## config.mk

```make
export PLATFORM = sky130hd
export DESIGN_NAME = asp_host_ctrl
export DESIGN_NICKNAME = d
export VERILOG_FILES = /design/src/inc/asp_pkg.sv /design/src/verilog/asp_sync.sv /design/src/verilog/asp_host_ctrl.sv
export SDC_FILE = /design/constraint.sdc
export NUM_CORES = 1
export LEC_CHECK = 0
export BUFFER_PORTS_ARGS = -buffer_cell sky130_fd_sc_hd__buf_2
export CAP_MARGIN = 20
export CELL_PAD_IN_SITES_DETAIL_PLACEMENT = 1
export CELL_PAD_IN_SITES_GLOBAL_PLACEMENT = 1
export CORE_MARGIN = 5
export CORE_UTILIZATION = 39
export CTS_BUF_LIST = sky130_fd_sc_hd__clkbuf_8
export DETAILED_ROUTE_END_ITERATION = 6
export GPL_ROUTABILITY_DRIVEN = 0
export GPL_TIMING_DRIVEN = 1
export PLACE_DENSITY = 0.89
export SYNTH_ARGS = -nofsm -noshare
export SYNTH_HDL_FRONTEND = slang
export SYNTH_HIERARCHICAL = 1
export SYNTH_SLANG_ARGS = --single-unit
```

## constraint.sdc

```tcl
create_clock -name clk -period 2.3 [get_ports clk]
set_clock_uncertainty 0.15 [all_clocks]
set_input_delay 0.46 -clock clk [delete_from_list [all_inputs] [get_ports clk]]
set_output_delay 0.46 -clock clk [all_outputs]
set_load 0.02 [all_outputs]
```

## src/inc/asp_pkg.sv

```systemverilog
// package for the asynchronous 8k x 8 memory port controller
// holds pin bundles, speed-grade timing and the cycle rounding helpers;
// assumes a single 25 MHz system clock on the controller side
package asp_pkg;

    // ****************************************
    // geometry
    // ****************************************
    localparam int ADDR_W       = 13;
    localparam int DATA_W       = 8;
    localparam int SYNC_STAGES  = 2;
    localparam int CNT_W        = 4;

    // ****************************************
    // timing, ns, indexed by speed grade 0..3
    // ****************************************
    localparam int CLK_NS       = 40;
    localparam int NUM_GRADES   = 4;
    localparam int RC_NS [NUM_GRADES] = '{70, 85, 100, 120};
    localparam int ACC_NS[NUM_GRADES] = '{70, 85, 100, 120};
    localparam int AW_NS [NUM_GRADES] = '{60, 60, 75, 85};
    localparam int WP_NS [NUM_GRADES] = '{50, 50, 60, 70};
    localparam int DS_NS [NUM_GRADES] = '{30, 30, 35, 40};

    // least times round up, never below one cycle
    function automatic int cyc_ceil(input int ns);
        int c;
        c = (ns + CLK_NS - 1) / CLK_NS;
        return (c < 1) ? 1 : c;
    endfunction

    function automatic int max2(input int a, input int b);
        return (a > b) ? a : b;
    endfunction

    // ****************************************
    // bundles
    // ****************************************
    typedef struct packed {
        logic [ADDR_W-1:0] address_lines;
        logic              select_low_active_n;
        logic              select_high_active;
        logic              oe_n;
        logic              we_n;
        logic [DATA_W-1:0] data_out;
        logic              data_oe;
    } asp_pins_s;

    typedef struct packed {
        logic              write;
        logic [ADDR_W-1:0] addr;
        logic [DATA_W-1:0] wdata;
    } asp_req_s;

    localparam asp_pins_s PINS_IDLE = '{
        address_lines       : '0,
        select_low_active_n : 1'b1,
        select_high_active  : 1'b0,
        oe_n                : 1'b1,
        we_n                : 1'b1,
        data_out            : '0,
        data_oe             : 1'b0
    };

endpackage

```

## src/verilog/asp_sync.sv

```systemverilog
// two-stage synchroniser for the shared data lines coming back in
// assumes the pin level may change at any time relative to clk
`timescale 1ns/10ps
`default_nettype none
module asp_sync
#(
    parameter int WIDTH = 8
)
(
    input  wire logic             clk,
    input  wire logic             reset,
    input  wire logic [WIDTH-1:0] d,
    output logic      [WIDTH-1:0] q
);

    logic [WIDTH-1:0] meta_reg;
    logic [WIDTH-1:0] meta_next;
    logic [WIDTH-1:0] q_reg;
    logic [WIDTH-1:0] q_next;

    // first stage feeds only the second stage
    always_comb
    begin
        meta_next = d;
        q_next    = meta_reg;
    end

    always_ff @(posedge clk)
    begin
        if (reset)
        begin
            meta_reg <= '0;
            q_reg    <= '0;
        end
        else
        begin
            meta_reg <= meta_next;
            q_reg    <= q_next;
        end
    end

    assign q = q_reg;

endmodule
`default_nettype wire

```

## src/verilog/asp_host_ctrl.sv

```systemverilog
// host-side controller for an asynchronous static 8192 x 8 memory
// assumes pins go straight to the memory; read data are resynchronised
// Functional notes
// - write is overlap of selects and strobe
// - selects may also open the write window
// - never drive data while memory drives
// - address held through write window minimum
// - address may change right at select release
// - deselect before supply drops for retention
// - stay deselected one read cycle after retention
`timescale 1ns/10ps
`default_nettype none
module asp_host_ctrl
#(
    parameter int GRADE = 0
)
(
    input  wire logic                             clk,
    input  wire logic                             reset,
    input  wire logic                             req_valid,
    output logic                                  req_ready,
    input  wire asp_pkg::asp_req_s                req,
    output logic                                  rsp_valid,
    output logic      [asp_pkg::DATA_W-1:0]       rsp_rdata,
    input  wire logic                             retain_req,
    output logic                                  retain_ready,
    output asp_pkg::asp_pins_s                    pins,
    input  wire logic [asp_pkg::DATA_W-1:0]       shared_data_lines_in
);

    // ****************************************
    // derived cycle counts
    // ****************************************
    localparam int RC_CYC = asp_pkg::cyc_ceil(asp_pkg::RC_NS[GRADE]);
    localparam int WE_CYC = asp_pkg::max2(
        asp_pkg::max2(asp_pkg::cyc_ceil(asp_pkg::AW_NS[GRADE]),
                      asp_pkg::cyc_ceil(asp_pkg::WP_NS[GRADE])),
        asp_pkg::max2(asp_pkg::cyc_ceil(asp_pkg::DS_NS[GRADE]), RC_CYC));
    // extra cycle covers the edge on which the synchroniser samples
    localparam int RD_CYC = asp_pkg::max2(
        asp_pkg::cyc_ceil(asp_pkg::ACC_NS[GRADE]) + asp_pkg::SYNC_STAGES + 1,
        RC_CYC);
    localparam int CNT_W  = asp_pkg::CNT_W;
    localparam logic [CNT_W-1:0] CNT_MAX = '1;

    typedef enum logic [2:0] {
        ST_IDLE,
        ST_WRITE,
        ST_READ,
        ST_RECOVER,
        ST_RETAIN,
        ST_WAKE
    } asp_state_e;

    // ****************************************
    // state
    // ****************************************
    asp_state_e                   state_reg;
    asp_state_e                   state_next;
    logic [CNT_W-1:0]             cnt_reg;
    logic [CNT_W-1:0]             cnt_next;
    asp_pkg::asp_pins_s           pins_reg;
    asp_pkg::asp_pins_s           pins_next;
    logic                         rsp_valid_reg;
    logic                         rsp_valid_next;
    logic [asp_pkg::DATA_W-1:0]   rdata_reg;
    logic [asp_pkg::DATA_W-1:0]   rdata_next;
    logic [asp_pkg::DATA_W-1:0]   data_sync;

    asp_sync
    #(
        .WIDTH (asp_pkg::DATA_W)
    )
    u_data_sync
    (
        .clk   (clk),
        .reset (reset),
        .d     (shared_data_lines_in),
        .q     (data_sync)
    );

    // retention request is taken only between accesses
    assign req_ready = (state_reg == ST_IDLE) && !retain_req;

    always_comb
    begin
        state_next     = state_reg;
        cnt_next       = cnt_reg;
        pins_next      = pins_reg;
        rsp_valid_next = 1'b0;
        rdata_next     = rdata_reg;
        unique case (state_reg)
            ST_IDLE:
            begin
                if (retain_req)
                begin
                    state_next = ST_RETAIN;
                end
                else if (req_valid)
                begin
                    pins_next.address_lines       = req.addr;
                    pins_next.select_low_active_n = 1'b0;
                    pins_next.select_high_active  = 1'b1;
                    if (req.write)
                    begin
                        // enable stays high so the memory keeps off the bus
                        pins_next.oe_n     = 1'b1;
                        pins_next.we_n     = 1'b0;
                        pins_next.data_out = req.wdata;
                        pins_next.data_oe  = 1'b1;
                        cnt_next   = CNT_W'(WE_CYC - 1);
                        state_next = ST_WRITE;
                    end
                    else
                    begin
                        pins_next.oe_n    = 1'b0;
                        pins_next.we_n    = 1'b1;
                        pins_next.data_oe = 1'b0;
                        cnt_next   = CNT_W'(RD_CYC - 1);
                        state_next = ST_READ;
                    end
                end
            end
            ST_WRITE, ST_READ:
            begin
                if (cnt_reg == '0)
                begin
                    // strobe and selects drop together; address stays
                    pins_next.select_low_active_n = 1'b1;
                    pins_next.select_high_active  = 1'b0;
                    pins_next.we_n                = 1'b1;
                    pins_next.oe_n                = 1'b1;
                    pins_next.data_oe             = 1'b0;
                    if (state_reg == ST_READ)
                    begin
                        rdata_next     = data_sync;
                        rsp_valid_next = 1'b1;
                    end
                    state_next = ST_RECOVER;
                end
                else
                begin
                    cnt_next = cnt_reg - 1'b1;
                end
            end
            ST_RECOVER:
            begin
                // one dead cycle lets the memory float its outputs
                state_next = ST_IDLE;
            end
            ST_RETAIN:
            begin
                if (!retain_req)
                begin
                    cnt_next   = CNT_W'(RC_CYC - 1);
                    state_next = ST_WAKE;
                end
            end
            ST_WAKE:
            begin
                if (cnt_reg == '0)
                begin
                    state_next = ST_IDLE;
                end
                else
                begin
                    cnt_next = cnt_reg - 1'b1;
                end
            end
        endcase
    end

    always_ff @(posedge clk)
    begin
        if (reset)
        begin
            state_reg     <= ST_IDLE;
            cnt_reg       <= '0;
            pins_reg      <= asp_pkg::PINS_IDLE;
            rsp_valid_reg <= 1'b0;
            rdata_reg     <= '0;
        end
        else
        begin
            state_reg     <= state_next;
            cnt_reg       <= cnt_next;
            pins_reg      <= pins_next;
            rsp_valid_reg <= rsp_valid_next;
            rdata_reg     <= rdata_next;
        end
    end

    assign pins         = pins_reg;
    assign rsp_valid    = rsp_valid_reg;
    assign rsp_rdata    = rdata_reg;
    // pins are already deselected whenever this state is reached
    assign retain_ready = (state_reg == ST_RETAIN);

    // ****************************************
    // checks
    // ****************************************
    localparam logic [CNT_W-1:0] RC_LIM = CNT_W'(RC_CYC);
    localparam logic [CNT_W-1:0] WE_LIM = CNT_W'(WE_CYC);

    logic             selected;
    logic [CNT_W-1:0] sel_len_reg;
    logic [CNT_W-1:0] sel_len_next;
    logic [CNT_W-1:0] we_len_reg;
    logic [CNT_W-1:0] we_len_next;
    logic [CNT_W-1:0] wake_run_reg;
    logic [CNT_W-1:0] wake_run_next;

    assign selected = !pins_reg.select_low_active_n
                   && pins_reg.select_high_active;

    always_comb
    begin
        sel_len_next  = selected ? sel_len_reg + 1'b1 : '0;
        we_len_next   = !pins_reg.we_n ? we_len_reg + 1'b1 : '0;
        wake_run_next = retain_ready ? '0
                      : (wake_run_reg == CNT_MAX) ? CNT_MAX
                      : wake_run_reg + 1'b1;
    end

    always_ff @(posedge clk)
    begin
        if (reset)
        begin
            sel_len_reg  <= '0;
            we_len_reg   <= '0;
            wake_run_reg <= CNT_MAX;
        end
        else
        begin
            sel_len_reg  <= sel_len_next;
            we_len_reg   <= we_len_next;
            wake_run_reg <= wake_run_next;
        end
    end
endmodule
`default_nettype wire

```

Word level (Yosys, flattened, before mapping)
Index checks and enable logic that the tools add are counted.
- bits in registers: 58
- bits of input ports: 34
- output and inout bits: 37
- word-level logic and storage cells: 67
- add/sub/neg operators: 1
- equal/unequal tests: 12
- multiplexer cells: 23
- bitwise operators: 3
- reductions and logical operators: 15
- operators by type and width (operator ; count):
    13-bit two-way mux ; 2
    4-bit two-way mux ; 5
    3-bit two-way mux ; 6
    3-bit case mux with 5 select lines ; 1
    2-bit inequality test (second input constant) ; 6
    4-bit case mux with 3 select lines ; 1
    4-bit AND reduction ; 3
    8-bit two-way mux ; 1
    4-bit case mux with 2 select lines ; 1
    3-bit by 2-bit equality test with 1-bit output (second input constant) ; 2
    3-bit equality test (second input constant) ; 2
    3-bit AND reduction ; 2
    3-bit OR reduction ; 2
    5-bit AND reduction ; 1
    4-bit logical NOT ; 1
    2-bit two-way mux ; 2
    4-bit by 1-bit subtractor with 4-bit output (second input constant) ; 1
    3-bit by 1-bit equality test with 1-bit output (second input constant) ; 1
    3-bit logical NOT ; 1
    1-bit two-way mux ; 3
    3-bit inequality test (second input constant) ; 1
    1-bit NOT ; 3
    3-bit nonzero test ; 1
    1-bit case mux with 2 select lines ; 1
    other kinds (4) ; 4

Longest topological paths before layout
- depth in word-level cells: 4
- gate-level depth with buffers: 7

Modules after synthesis
The synthesis kept the hierarchy.
- by module, submodules not included (module ; times used ; cells an instance ; area an instance (µm²)):
    asp_host_ctrl ; 1 ; 224 ; 1869.3
    asp_sync ; 1 ; 33 ; 464.2

Worst setup path after synthesis
Ideal clock, no wire load.
- path kind: input -> register
- from: input port retain_req
- to: register pins_reg (netlist bit pins[1])
- arrival: 1636 ps
- path slack: 444 ps
- stages: 7
- cell sequence: clkbuf_1 > nor4_4 > and2_1 > buf_4 > buf_6 > nand3_1 > a21oi_1
- longest elaborated chain between the ends: 2
- ends and longest elaborated chain (element ; line ; RTL):
    start: declaration ; asp_host_ctrl.sv:25 ; input wire logic retain_req,
    1-bit NOT (no line) ; - ;
    4-bit AND reduction (no line) ; - ;
    end signal: assignment ; asp_host_ctrl.sv:179 ; pins_reg <= asp_pkg::PINS_IDLE;
    end signal: assignment ; asp_host_ctrl.sv:187 ; pins_reg <= pins_next;
    end: declaration ; asp_host_ctrl.sv:62 ; asp_pkg::asp_pins_s pins_reg;
Every way passes these cells.
A chain may end at the register's enable or synchronous reset.

Worst setup path after layout
- from: register state_reg[1]
- to: output port retain_ready
- longest elaborated chain between the ends: 1
- ends and longest elaborated chain (element ; line ; RTL):
    start: declaration ; asp_host_ctrl.sv:58 ; asp_state_e state_reg;
    start signal: assignment ; asp_host_ctrl.sv:185 ; state_reg <= state_next;
    3-bit equality test ; asp_host_ctrl.sv:197 ; assign retain_ready = (state_reg == ST_RETAIN);
    end: declaration ; asp_host_ctrl.sv:26 ; output logic retain_ready,
Every way passes these cells.

==> impl_results.md <==
- Worst setup margin: 158 ps
- Combinational power share: 0.301
- DP HPWL: 4190 um
- Critical path startpoint: state_reg[1]
- Clock sinks: 58
- Nets@finish: 361
- Initial antenna violation count: 0
- Data required, critical path: 1690 ps
- CTS resizes: 0
- Critical path arrival: 1530 ps
- Yosys warnings: 6
- Post-synthesis cell count: 257
- Setup_tns: 0 ps
- Total gr overflow: 0
- Crit path capture type: output port
- Clock network fraction of design power: 0.331
- Mapped Area: 2330 um2
- Full die area: 7630 um2
- FF-to-FF Start: cnt_reg[0]
- Count of cell types in the netlist: 41
- Via density: 5.09
- Total power draw: 3.50 mW
- Mean routed wirelength per cell: 14.4 um
- Largest net degree at the start of global routing: 33
- Syn-to-layout area delta: 27.7%
- Status: complete, no violations
- Tmin final: 2140 ps
- Final Util: 0.506
- Die W: 87.4 um
- MaxCap Viol Count: 0
- Final Cycle Share: 0.931
- Vias in the first global route: 2150
- Final Setup Violations: 0
- Startpoint types: flop
- Clk pin slew, worst setup/hold paths: 70 ps
- Drt pass-1 iters: 4
- CTS H-Tree Depth: 3
- #FFs+latches synth: 58
- # diodes: 0
- DR vias: 2063
- Clock Tree Root: clkbuf_8
- Cell taking the most area after synthesis: dfxtp_1
- Num ports: 71
- Count leader, synth: dfxtp_1
- Worst r2r path cells: 6
- Critical path peak fanout: 15
- RSZ-0062 raised after global routing: false
- Mean Syn Cell Area: 9.08 um2
- Global-route wire length before repair: 9640 um
- GRT Total Usage: 0.159
- Hold Crit Start: shared_data_lines_in[0]
- Top_reg_cell synth: dfxtp_1
- Clock Latency Late Sink: 330 ps
- Final hold violations: 0
- Initial DRC count: 75
- F_max: 467 MHz
- PortBufs: 70
- Commonest cells post-synth: dfxtp_1 (58), nand2_1 (40), a21oi_1 (33), nor2_1 (18), nand3_1 (14)
- Num CTS Buffers: 9
- CP Class: reg2out
- Cell Chain, Critical Path: inv_1, nand2_1, nor2_1, buf_2
- Crit-path max cell delay: 670 ps
- WHS Path Cells: 2
- CTS Hold Bufs: 0
- Placed cells: 389
- Fraction of layout cells with a size suffix above 1: 0.336
- # Post-CTS Setup Buffers: 0
- Core ar.: 5890 um2
- Synth Net Count: 293
- Die Y: 87.4 um
- IR drop worst, VDD: 0.000503 V
- Synth top area share: 0.498
- Row cnt: 28
- Post-Layout Cell Count: 405
- Worst-margin pin slew: 569 ps
- Async SR Flop Fraction: 0
- Leakage Power: 1.32 nW
- Area contributors post-synth: dfxtp_1 (50%), a21oi_1 (7.1%), nand2_1 (6.4%)
- Sw Share: 0.343
- Post-synth EDFFs: 0
- Slew Viols, Final: 0
- Reg power frac: 0.368
- Starting Density: 0.396
- Pwr dens: 1170 nW/um2
- Total routed wirelength: 5820 um
- Pre-CTS setup slack: 373 ps
- Max reg flops: 26
- Int Power: 2.30 mW
- Register area share after synthesis: 0.498
- Relative slew slack: 0.620
- Antenna-violating nets left: 0
- CP max-delay cell: dfxtp_1
- Hold Crit Class: in2reg
- CTS tree: yes
- Maximum clock path buffer count: 2
- DRC: 0
- Psw: 1.20 mW
==> layout make-up <==
class	count	area [um2]
multi-input combinational	177	1060
fill	711	2910
clock buffer	9	124
timing repair buffer	74	393
tap	75	93.8
sequential	58	1160
clock inverter	7	125
inverter	5	18.8
==> power groups by stage <==
stage / clock [mW] / sequential, mW / combinational (mW)
2_1_floorplan: 0 / 1.31 / 0.782
3_5_place_dp: 0 / 1.31 / 1.06
6_report: 1.16 / 1.29 / 1.05
5_1_grt: 1.24 / 1.31 / 1.16
3_3_place_gp: 0 / 1.30 / 1.03
4_1_cts: 1.19 / 1.29 / 1.07
==> layout by cell type, fill, tap and decap left out, drive strengths merged, types with 2 or more instances in the layout <==
| cell | Yosys | layout |
|---|---|---|
| clkbuf | 8 | 9 |
| buf | 9 | 74 |
| and2b | 6 | 6 |
| a21oi | 33 | 33 |
| or2 | 2 | 2 |
| nand2b | 8 | 8 |
| a2bb2oi | 3 | 3 |
| dfxtp | 58 | 58 |
| mux2i | 8 | 8 |
| nand3 | 14 | 14 |
| clkinv | 0 | 3 |
| xnor2 | 2 | 2 |
| bufinv | 0 | 3 |
| o311ai | 2 | 2 |
| a31oi | 2 | 2 |
| o21ai | 4 | 4 |
| inv | 5 | 6 |
| nor4 | 2 | 2 |
| o22ai | 3 | 3 |
| ha | 2 | 2 |
| nand2 | 40 | 40 |
| o2bb2ai | 3 | 3 |
| nor2b | 12 | 12 |
| nor2 | 18 | 18 |
==> per-stage QoR <==
step / cell area, um2 / hold slack, ps
final: 2980 / 184
after global routing: 2980 / 172
after CTS: 2980 / 168
after detailed placement: 2730 / 277
after global placement: 2730 / 268
after floorplan: 2330 / 265
==> layer usage <==
metal  wire length, um  global-route usage
met3               413              0.0473
met2              2880               0.276
met1              2470               0.182
met4                55              0.0628
met5                 0                   0
==> path summary, 6_finish.rpt <==
| path | endpoint | slack [ps] |
|---|---|---|
| setup / recovery | retain_ready | 160 |
| setup reg to reg | cnt_reg[3] | 330 |
| hold / removal | u_data_sync/meta_reg[0] | 180 |
| hold reg to reg | u_data_sync/q[5] | 290 |
==> cell families after synthesis <==
group	Yosys count	synth area share
AO/OA/AOI/OAI	58	0.157
XOR/XNOR	2	0.00751
adder cells (fa/ha/maj)	2	0.0107
buffers and inverters	22	0.0466
flip-flops	58	0.498
multiplexers	8	0.0343
AND/OR/NAND/NOR	107	0.246
==> worst max-delay path: cells and delay by family (launching register included) <==
kind                   cells  cell delay, ps
buffers and inverters      2             350
flip-flops                 1             670
AND/OR/NAND/NOR            2             180
Note: power is estimated with default switching activity, not from simulation.
